==> src/sec_params.svh <==
// Offsets, field positions, reset values and timing counts for the
// serial memory controller.
// Assumes a 32-bit APB register bus and a 20 MHz pclk.
`ifndef SEC_PARAMS_SVH
`define SEC_PARAMS_SVH

`define SEC_OFF_CMD      8'hb0
`define SEC_OFF_DATA     8'hb4
`define SEC_OFF_IRQ_STAT 8'hb8
`define SEC_OFF_IRQ_MASK 8'hbc

`define SEC_BIT_BUSY     31
`define SEC_CMD_LSB      28
`define SEC_CMD_MSB      30
`define SEC_BIT_TIMEOUT  9
`define SEC_BIT_LOADED   8

`define SEC_ADDR_RESET   8'h00
`define SEC_DATA_RESET   8'h00

`define SEC_CLK_HZ       20000000
`define SEC_TIMEOUT_MS   30
`define SEC_TIMEOUT_CYC  ((`SEC_CLK_HZ / 1000) * `SEC_TIMEOUT_MS)
`define SEC_SK_HALF      10
`define SEC_SETTLE_CYC   6

`endif

==> src/sec_pkg.sv <==
// Types shared by the serial memory controller.
// Assumes the offsets and counts come from sec_params.svh.
package sec_pkg;
  typedef enum logic [2:0]
  {
    SEC_CMD_READ,
    SEC_CMD_EWDS,
    SEC_CMD_ERASE_WRITE_ENABLE_CMD,
    SEC_CMD_WRITE,
    SEC_CMD_WRITE_ALL_CMD,
    SEC_CMD_ERASE,
    SEC_CMD_ERASE_ALL_CMD,
    SEC_CMD_RELOAD
  } sec_cmd_t;
endpackage

==> src/sec_ctrl.sv <==
// APB-attached controller for a three-wire serial memory.
// Assumes one pclk domain and an external memory on cs/sk/data pins.
//
// What this block does
// - Unanswered operation aborts after 30 ms, goes idle, sets time-out.
// - Data pin held high means no time-out; busy clears at sequence end.
// - Only erase, erase-all, write, write-all wait for ready and time out.
// - Read-only loaded bit sets after successful power-up load or reload command.
// - Eight-bit address field, reset 00h, selects the memory byte.
// - Data register bits 7:0, reset 00h; bits 31:8 read zero.
// - Enable command permits later erase and write until disable.
//
// The APB slave port was decided locally.
`timescale 1ns/10ps
`default_nettype none
`include "sec_params.svh"
module sec_ctrl
  import sec_pkg::*;
#(
  parameter int TIMEOUT_CYC = `SEC_TIMEOUT_CYC,
  parameter int SK_HALF     = `SEC_SK_HALF
)
(
  input  wire logic        pclk,       // System clock, 20 MHz.
  input  wire logic        presetn,    // Asynchronous reset, active low.
  input  wire logic        psel,       // APB select.
  input  wire logic        penable,    // APB enable.
  input  wire logic        pwrite,     // APB direction.
  input  wire logic [7:0]  paddr,      // APB byte address.
  input  wire logic [31:0] pwdata,     // APB write data.
  output logic [31:0]      prdata,     // APB read data.
  output logic             pready,     // APB ready.
  output logic             pslverr,    // APB error.
  output logic             irq,        // Level interrupt.
  output logic             mem_cs,     // Memory chip select.
  output logic             mem_sk,     // Memory serial clock.
  output logic             serial_memory_data_pin_o,  // Data out.
  output logic             serial_memory_data_pin_oe, // Drive enable.
  input  wire logic        serial_memory_data_pin_i   // Data in.
);
  typedef enum logic [2:0] {S_IDLE, S_SHIFT, S_GAP, S_WAIT, S_DONE} sec_st_t;

  sec_st_t     st_q, st_d;
  logic        busy_q, busy_d;
  sec_cmd_t    cmd_q, cmd_d;
  logic [7:0]  addr_q, addr_d;
  logic [7:0]  data_q, data_d;
  logic        tmo_q, tmo_d;
  logic        loaded_q, loaded_d;
  logic [1:0]  ist_q, ist_d;
  logic [1:0]  imsk_q, imsk_d;
  logic [19:0] sh_q, sh_d;
  logic [4:0]  cnt_q, cnt_d;
  logic [7:0]  div_q, div_d;
  logic        sk_q, sk_d;
  logic [31:0] tmr_q, tmr_d;
  logic        boot_q, boot_d;
  logic        cs_q, cs_d;
  logic        dout_q, dout_d;
  logic        oe_q, oe_d;
  logic [31:0] rd_q, rd_d;
  logic        din;
  logic        wr_acc, rd_acc;
  logic        done_ev, tmo_ev;

  sec_pin_sync u_sec_pin_sync
  (
    .pclk     (pclk),
    .presetn  (presetn),
    .pin_in   (serial_memory_data_pin_i),
    .pin_sync (din)
  );

  assign wr_acc  = psel && penable && pwrite;
  assign rd_acc  = psel && penable && !pwrite;
  assign pready  = 1'b1;
  assign pslverr = 1'b0;

  // Frame: start bit, 2-bit opcode, 8 address bits, 8 data bits.
  function automatic logic [19:0] frame(sec_cmd_t c, logic [7:0] a,
                                        logic [7:0] d);
    logic [1:0] op;
    logic [7:0] ad;
    op = 2'h0;
    ad = a;
    case (c)
      SEC_CMD_READ:  op = 2'h2;
      SEC_CMD_WRITE: op = 2'h1;
      SEC_CMD_ERASE: op = 2'h3;
      SEC_CMD_ERASE_WRITE_ENABLE_CMD:  ad = 8'hc0;
      SEC_CMD_EWDS:  ad = 8'h00;
      SEC_CMD_WRITE_ALL_CMD:  ad = 8'h40;
      SEC_CMD_ERASE_ALL_CMD:  ad = 8'h80;
      default:       op = 2'h2;
    endcase
    frame = {1'b1, op, ad, d, 1'b0};
  endfunction

  // --------------------------------------------------------------
  // Sequencer
  // --------------------------------------------------------------
  always_comb
  begin
    st_d    = st_q;
    busy_d  = busy_q;
    cmd_d   = cmd_q;
    addr_d  = addr_q;
    data_d  = data_q;
    tmo_d   = tmo_q;
    loaded_d = loaded_q;
    sh_d    = sh_q;
    cnt_d   = cnt_q;
    div_d   = div_q;
    sk_d    = sk_q;
    tmr_d   = tmr_q;
    boot_d  = 1'b0;
    cs_d    = cs_q;
    dout_d  = dout_q;
    oe_d    = oe_q;
    done_ev = 1'b0;
    tmo_ev  = 1'b0;
    case (st_q)
      S_IDLE:
      begin
        // A command is only taken while idle.
        if (boot_q || (wr_acc && paddr == `SEC_OFF_CMD &&
            pwdata[`SEC_BIT_BUSY]))
        begin
          cmd_d  = boot_q ? SEC_CMD_RELOAD :
                   sec_cmd_t'(pwdata[`SEC_CMD_MSB:`SEC_CMD_LSB]);
          busy_d = 1'b1;
          tmo_d  = 1'b0;
          st_d   = S_SHIFT;
          cs_d   = 1'b1;
          oe_d   = 1'b1;
          cnt_d  = 5'd0;
          div_d  = 8'h00;
          tmr_d  = 32'h0;
          if (!boot_q)
          begin
            addr_d = pwdata[7:0];
          end
          sh_d = frame(boot_q ? SEC_CMD_RELOAD :
                       sec_cmd_t'(pwdata[`SEC_CMD_MSB:`SEC_CMD_LSB]),
                       boot_q ? 8'h00 : pwdata[7:0], data_q);
          // Data leads sk by half a period, so each bit is set up early.
          dout_d = sh_d[19];
          if (!boot_q && pwdata[`SEC_CMD_MSB:`SEC_CMD_LSB] ==
              SEC_CMD_RELOAD)
          begin
            loaded_d = 1'b0;
          end
        end
        else if (wr_acc && paddr == `SEC_OFF_CMD)
        begin
          addr_d = pwdata[7:0];
        end
        if (wr_acc && paddr == `SEC_OFF_DATA)
        begin
          data_d = pwdata[7:0];
        end
      end
      S_SHIFT:
      begin
        div_d = div_q + 8'h01;
        if (div_q == 8'(SK_HALF - 1))
        begin
          div_d = 8'h00;
          sk_d  = !sk_q;
          if (sk_q)
          begin
            sh_d   = {sh_q[18:0], 1'b0};
            dout_d = sh_q[18];
            cnt_d  = cnt_q + 5'd1;
            if (cmd_q == SEC_CMD_READ || cmd_q == SEC_CMD_RELOAD)
            begin
              data_d = {data_q[6:0], din};
            end
            if (cnt_q == 5'd18)
            begin
              st_d = S_GAP;
            end
          end
          else
          begin
            oe_d   = !((cmd_q == SEC_CMD_READ || cmd_q == SEC_CMD_RELOAD)
                       && cnt_q > 5'd10);
          end
        end
      end
      S_GAP:
      begin
        cs_d = 1'b0;
        oe_d = 1'b0;
        sk_d = 1'b0;
        // Only programming cycles wait for the ready answer. Select stays
        // low for this cycle, which starts the memory's program cycle.
        if (cmd_q == SEC_CMD_WRITE || cmd_q == SEC_CMD_WRITE_ALL_CMD ||
            cmd_q == SEC_CMD_ERASE || cmd_q == SEC_CMD_ERASE_ALL_CMD)
        begin
          st_d = S_WAIT;
        end
        else
        begin
          st_d = S_DONE;
        end
      end
      S_WAIT:
      begin
        tmr_d = tmr_q + 32'h1;
        cs_d  = 1'b1;
        // The synchroniser still shows the frame's last bits for a few
        // cycles, so the line only counts once they have drained.
        if (din && tmr_q >= `SEC_SETTLE_CYC)
        begin
          st_d = S_DONE;
        end
        else if (tmr_q >= 32'(TIMEOUT_CYC - 1))
        begin
          tmo_d  = 1'b1;
          tmo_ev = 1'b1;
          st_d   = S_IDLE;
          busy_d = 1'b0;
          cs_d   = 1'b0;
        end
      end
      S_DONE:
      begin
        cs_d    = 1'b0;
        busy_d  = 1'b0;
        done_ev = 1'b1;
        st_d    = S_IDLE;
        if (cmd_q == SEC_CMD_RELOAD)
        begin
          loaded_d = 1'b1;
        end
      end
      default:
      begin
        st_d = S_IDLE;
      end
    endcase
  end

  // --------------------------------------------------------------
  // Interrupt and read path
  // --------------------------------------------------------------
  always_comb
  begin
    ist_d  = ist_q;
    imsk_d = imsk_q;
    rd_d   = rd_q;
    if (rd_acc && paddr == `SEC_OFF_IRQ_STAT)
    begin
      // Only bits already handed out are cleared, so none is lost.
      ist_d = ist_q & ~rd_q[1:0];
    end
    // Set wins over the read-clear.
    ist_d = ist_d | {tmo_ev, done_ev};
    if (wr_acc && paddr == `SEC_OFF_IRQ_MASK)
    begin
      imsk_d = pwdata[1:0];
    end
    if (psel && !penable)
    begin
      case (paddr)
        `SEC_OFF_CMD:
          rd_d = {busy_q, cmd_q, 18'h0, tmo_q, loaded_q, addr_q};
        `SEC_OFF_DATA:     rd_d = {24'h0, data_q};
        `SEC_OFF_IRQ_STAT: rd_d = {30'h0, ist_q};
        `SEC_OFF_IRQ_MASK: rd_d = {30'h0, imsk_q};
        default:           rd_d = 32'h0;
      endcase
    end
  end

  always_ff @(posedge pclk or negedge presetn)
  begin
    if (!presetn)
    begin
      st_q     <= S_IDLE;
      busy_q   <= 1'b0;
      cmd_q    <= SEC_CMD_READ;
      addr_q   <= `SEC_ADDR_RESET;
      data_q   <= `SEC_DATA_RESET;
      tmo_q    <= 1'b0;
      loaded_q <= 1'b0;
      ist_q    <= 2'h0;
      imsk_q   <= 2'h0;
      sh_q     <= 20'h0;
      cnt_q    <= 5'd0;
      div_q    <= 8'h00;
      sk_q     <= 1'b0;
      tmr_q    <= 32'h0;
      boot_q   <= 1'b1;
      cs_q     <= 1'b0;
      dout_q   <= 1'b0;
      oe_q     <= 1'b0;
      rd_q     <= 32'h0;
    end
    else
    begin
      st_q     <= st_d;
      busy_q   <= busy_d;
      cmd_q    <= cmd_d;
      addr_q   <= addr_d;
      data_q   <= data_d;
      tmo_q    <= tmo_d;
      loaded_q <= loaded_d;
      ist_q    <= ist_d;
      imsk_q   <= imsk_d;
      sh_q     <= sh_d;
      cnt_q    <= cnt_d;
      div_q    <= div_d;
      sk_q     <= sk_d;
      tmr_q    <= tmr_d;
      boot_q   <= boot_d;
      cs_q     <= cs_d;
      dout_q   <= dout_d;
      oe_q     <= oe_d;
      rd_q     <= rd_d;
    end
  end

  // Read data is captured in the setup cycle, so pready can stay high.
  assign prdata = rd_q;
  assign irq    = |(ist_q & imsk_q);
  assign mem_cs = cs_q;
  assign mem_sk = sk_q;
  assign serial_memory_data_pin_o  = dout_q;
  assign serial_memory_data_pin_oe = oe_q;

  // --------------------------------------------------------------
  // Checks
  // --------------------------------------------------------------
  chk_busy_blocks: assert property (@(posedge pclk) disable iff (!presetn)
    busy_q && st_q != S_DONE && st_q != S_WAIT |=> busy_q)
    else $error("busy dropped mid sequence");
  chk_tmo_sets: assert property (@(posedge pclk) disable iff (!presetn)
    tmo_ev |=> tmo_q && !busy_q && st_q == S_IDLE)
    else $error("time-out did not go idle");
  chk_tmo_only_prog: assert property (@(posedge pclk) disable iff (!presetn)
    st_q == S_WAIT |-> cmd_q inside {SEC_CMD_WRITE, SEC_CMD_WRITE_ALL_CMD,
      SEC_CMD_ERASE, SEC_CMD_ERASE_ALL_CMD})
    else $error("non-programming command waits");
  chk_high_no_tmo: assert property (@(posedge pclk) disable iff (!presetn)
    st_q == S_WAIT && din && tmr_q >= `SEC_SETTLE_CYC
    |=> st_q == S_DONE ##1 !busy_q)
    else $error("high line did not finish");
  chk_loaded_set: assert property (@(posedge pclk) disable iff (!presetn)
    st_q == S_DONE && cmd_q == SEC_CMD_RELOAD |=> loaded_q)
    else $error("loaded bit not set");
  chk_addr_wr: assert property (@(posedge pclk) disable iff (!presetn)
    wr_acc && paddr == `SEC_OFF_CMD && st_q == S_IDLE && !boot_q
    |=> addr_q == $past(pwdata[7:0]))
    else $error("address not stored");
  chk_data_rsvd: assert property (@(posedge pclk) disable iff (!presetn)
    rd_acc && paddr == `SEC_OFF_DATA |-> prdata[31:8] == 24'h0)
    else $error("reserved data bits set");
  chk_erase_write_enable_cmd_frame: assert property (@(posedge pclk) disable iff (!presetn)
    st_q == S_IDLE && st_d == S_SHIFT && cmd_d == SEC_CMD_ERASE_WRITE_ENABLE_CMD
    |=> sh_q[19:9] == 11'h4c0)
    else $error("enable frame wrong");
endmodule
`default_nettype wire

==> src/sec_pin_sync.sv <==
// Three-stage synchroniser with agreement filter for the data pin.
// Assumes the pin is asynchronous to pclk.
`timescale 1ns/10ps
`default_nettype none
module sec_pin_sync
(
  input  wire logic pclk,     // System clock.
  input  wire logic presetn,  // Asynchronous reset, active low.
  input  wire logic pin_in,   // Raw pin level.
  output logic      pin_sync  // Filtered level.
);
  logic [2:0] sh_q;
  logic [2:0] sh_d;
  logic       lvl_q;
  logic       lvl_d;

  always_comb
  begin
    sh_d  = {sh_q[1:0], pin_in};
    lvl_d = lvl_q;
    // Stage 0 is only read by stage 1; stages 1 and 2 must agree.
    if (sh_q[1] == sh_q[2])
    begin
      lvl_d = sh_q[2];
    end
  end

  always_ff @(posedge pclk or negedge presetn)
  begin
    if (!presetn)
    begin
      sh_q  <= 3'h0;
      lvl_q <= 1'b0;
    end
    else
    begin
      sh_q  <= sh_d;
      lvl_q <= lvl_d;
    end
  end

  assign pin_sync = lvl_q;
endmodule
`default_nettype wire

==> config.mk <==
export PLATFORM = sky130hd
export DESIGN_NAME = sec_ctrl
export DESIGN_NICKNAME = d
export VERILOG_FILES = /design/src/sec_pkg.sv /design/src/sec_ctrl.sv /design/src/sec_pin_sync.sv
export VERILOG_INCLUDE_DIRS = /design/src
export SDC_FILE = /design/constraint.sdc
export NUM_CORES = 1
export LEC_CHECK = 0
export ABC_AREA = 1
export BUFFER_PORTS_ARGS = -buffer_cell sky130_fd_sc_hd__buf_2
export CORE_ASPECT_RATIO = 2
export CORE_MARGIN = 1.5
export CORE_UTILIZATION = 49
export DETAILED_ROUTE_END_ITERATION = 12
export HOLD_SLACK_MARGIN = 0.02
export PLACE_DENSITY_LB_ADDON = 0.08
export SLEW_MARGIN = 15
export SYNTH_ARGS = -nofsm -noshare
export SYNTH_HDL_FRONTEND = slang
export SYNTH_SLANG_ARGS = --single-unit
export TNS_END_PERCENT = 10
==> constraint.sdc <==
create_clock -name pclk -period 2 [get_ports pclk]
set_input_delay 0.3 -clock pclk [delete_from_list [all_inputs] [get_ports pclk]]
set_output_delay 0.3 -clock pclk [all_outputs]
set_load 0.005 [all_outputs]
==> results.json <==
{
  "status": "finished clean",
  "dieArea_um2": 13900,
  "cp_max_fo": 7,
  "p_comb_share_pct": 30.8,
  "post-dp-hpwl_um": 13100,
  "clock_path_buffers": 2,
  "synthFlopType": "dfrtp_1",
  "grt_pass1_wl_um": 27700,
  "core_area_um2": 12900,
  "syn-cell-area_um2": 6470,
  "max_stage_delay_ns": 0.47,
  "intPower_w": 0.00588,
  "syn_avg_cell_area_um2": 7.77,
  "grt_pass1_vias": 5758,
  "cpMaxStageDelayCell": "dfrtp_1",
  "endpoint_kind": "flip-flop",
  "criticalPathCategory": "flip-flop to flip-flop",
  "crit_path_end": "tmr_q[19]$_DFFE_PN0P_",
  "grt_max_degree": 48,
  "nets": 950,
  "maxSlewViolCount": 0,
  "seq_area_um2": 2880,
  "power_density_nw_per_um2": 1210,
  "antenna_found_initial": 0,
  "cts_setup_buffers": 0,
  "gp_congestion": 0.987,
  "fillers": 1224,
  "ys_warn_count": 0,
  "r2r_end": "tmr_q[19]$_DFFE_PN0P_",
  "synth-seq-area-share_pct": 44.5,
  "ioPinCount": 85,
  "rows": 59,
  "grt_overflow": 0,
  "grt_use_total_pct": 26.0,
  "die_h_um": 165,
  "worstPathCellList": "inv_2 > nand3_2 > inv_2 > nand2_2 > nor3_4 > inv_2 > nor2_1 > nand2_1 > nand3_1 > o21ai_1",
  "first_iter_violations": 279,
  "clockRootBuffer": "clkbuf_16",
  "hp-class": "input pin to flip-flop",
  "routed_wl_um": 17100,
  "synth-async-reset-ratio_pct": 100,
  "drc": 0,
  "finalCritPeriodShare_pct": 92.2,
  "p_seq_share_pct": 33.8,
  "max-slew-margin-rel_pct": 60.2,
  "vias": 5717,
  "htree_levels": 4,
  "first_pass_iters": 5,
  "p_sw_w": 0.00324,
  "hold_viol_final": 0,
  "synth_cell_types": 51,
  "io_buffers": 44,
  "viasPerCell": 5.38,
  "crit_path_start_kind": "flip-flop",
  "peakVddDrop_mv": 0.736,
  "tritoncts": "done",
  "synth-seq-cells": 115,
  "finish.utilization_pct": 58.4,
  "fmax_mhz": 542,
  "setup_viol_count_final": 0,
  "required_ns": 2.29,
  "clock-sinks": 115,
  "skew_ns": 0.00633,
  "r2r_slack_ns": 0.16,
  "fin_total_pwr_w": 0.00912,
  "detail-route-antenna-nets": 0,
  "synth_edf_count": 0,
  "r2r_start": "st_q[2]$_DFFE_PN0P_",
  "n_antenna_cell": 0,
  "critPathLaunch": "st_q[2]$_DFFE_PN0P_",
  "rsz0062_at_grt": "true",
  "p_sw_share_pct": 35.5,
  "cts_made_buffers": 17,
  "multiInputGateArea_um2": 3000,
  "r2r_cells": 10,
  "finalCriticalPeriod_ns": 1.84,
  "crit_path_frequent_cell": "inv_2",
  "path_clk_slew_ns": 0.06,
  "tightest_slew_ns": 0.595,
  "drive_above_1_share_pct": 16.7,
  "start_util_pct": 50.1,
  "p_clk_share_pct": 35.4,
  "die_w_um": 84.2,
  "area_growth_pct": 16.6,
  "insertion_delay_ns": 0.41,
  "drv_cap": 0,
  "syn-instance-count": 832,
  "arrival_ns": 2.14,
  "p_leak_nw": 3.61,
  "wl_per_cell_um": 16.1
}
## cell families after synthesis
logic type               synth area share [%]
flip-flops                               44.5
buffers and inverters                    10.7
other                                   0.116
AND/OR/NAND/NOR                          26.8
AO/OA/AOI/OAI                            14.1
XOR/XNOR                                 1.22
multiplexers                             1.35
adder cells (fa/ha/maj)                  1.32
## worst min path at each step
stage | start | end | slack, ns | cells after the start
floorplan | presetn | addr_q[0]$_DFFE_PN0P_ | 0.004 | 0
global placement | presetn | prdata[3]$_DFFE_PN0P_ | 0.28 | 1
detailed placement | presetn | prdata[3]$_DFFE_PN0P_ | 0.28 | 1
CTS | pwdata[6] | addr_q[6]$_DFFE_PN0P_ | 0.16 | 3
global route | pwdata[6] | addr_q[6]$_DFFE_PN0P_ | 0.17 | 3
finish | pwdata[7] | addr_q[7]$_DFFE_PN0P_ | 0.17 | 3
## layer usage
metal | track usage, % | part of all wire, % | vias to the layer above
li1 | - | - | 2822
met1 | 25.0 | 35 | 2734
met2 | 50.5 | 58 | 113
met3 | 4.52 | 2.3 | 48
met4 | 15.1 | 4.6 | 0
met5 | 0 | 0 | -
## power groups by stage
stage	Sequential (W)	Clock (W)	Combinational, W
final	0.00308	0.00323	0.00281
after global routing	0.00313	0.00338	0.00319
after CTS	0.00308	0.00328	0.00283
after detailed placement	0.00312	0	0.00282
after global placement	0.00311	0	0.00276
after floorplan	0.00303	0	0.00211
## final cells by class
class,count,share of cell area (%)
Sequential cell,115,38.2
Clock buffer,23,6.34
Tap cell,152,2.52
Clock inverter,9,2.01
Timing Repair Buffer,70,5.94
Multi-Input combinational cell,588,39.7
Inverter,106,5.31
## cells in the final DEF (no fill, tap or decap), types with 4 or more instances in the layout
cell type / instances
nand3_1: 58
nor3_1: 19
o21ai_1: 27
a21oi_1: 30
nand2_2: 7
nand4_1: 13
inv_1: 100
conb_1: 21
buf_4: 23
bufinv_16: 4
mux2_2: 6
buf_2: 43
xor2_1: 7
o21ai_0: 69
nor2_2: 10
clkbuf_16: 17
o22ai_1: 10
o31ai_1: 5
dfrtp_1: 114
ha_1: 6
inv_2: 5
nor2_1: 67
a21oi_2: 7
nand2_1: 187
## sequential cells by signal (all words and copies together) (netlist names)
register and flops:
boot_q 1, loaded_q 1, mem_cs 1, ist_q 2, mem_sk 1, cmd_q 3, prdata 14, serial_memory_data_pin_oe 1
div_q 8, st_q 3, data_q 8, tmo_q 1, imsk_q 2, addr_q 8, u_sec_pin_sync.sh_q 3, tmr_q 32
serial_memory_data_pin_o 1, u_sec_pin_sync.pin_sync 1, busy_q 1, sh_q 18, cnt_q 5
## cell usage after synthesis (7+ instances only)
| cell type | count | area, um2 |
|---|---|---|
| a21oi_1 | 30 | 150 |
| xor2_1 | 7 | 61.3 |
| nand2_1 | 187 | 702 |
| buf_4 | 24 | 180 |
| nor2_2 | 9 | 56.3 |
| buf_2 | 9 | 45.0 |
| nand3_1 | 58 | 290 |
| dfrtp_1 | 114 | 2850 |
| inv_1 | 100 | 375 |
| o22ai_1 | 10 | 62.6 |
| a21oi_2 | 7 | 61.3 |
| o21ai_1 | 27 | 135 |
| nand4_1 | 13 | 81.3 |
| nand2_2 | 7 | 43.8 |
| nor2_1 | 68 | 255 |
| o21ai_0 | 69 | 345 |
| nor3_1 | 21 | 105 |
## metrics by stage
step           setup TNS (ns)  setup WS [ns]  instance area (um2)  instances  hold slack [ns]
2_1_floorplan               0          0.398                 6540        851          0.00441
3_3_place_gp                0          0.125                 6870       1029            0.283
3_5_place_dp                0          0.102                 6870       1029            0.280
4_1_cts                     0         0.0940                 7520       1063            0.156
5_1_grt               -0.0231        -0.0231                 7540       1063            0.173
6_report                    0          0.156                 7540       1063            0.166
## repair_timing
item	in CTS	in global routing
resized for setup	0	5
setup endpoints to repair	0	5
endpoints found under the hold margin	29	0
hold buffers	2	0
## worst max-delay path, delay by kind of cell (launching register included)
family          cells  cell delay, ns
compound gates      1            0.06
simple gates        6            0.82
flops               1            0.47
buf+inv             3            0.37
Power figures use the tool's default switching activity.
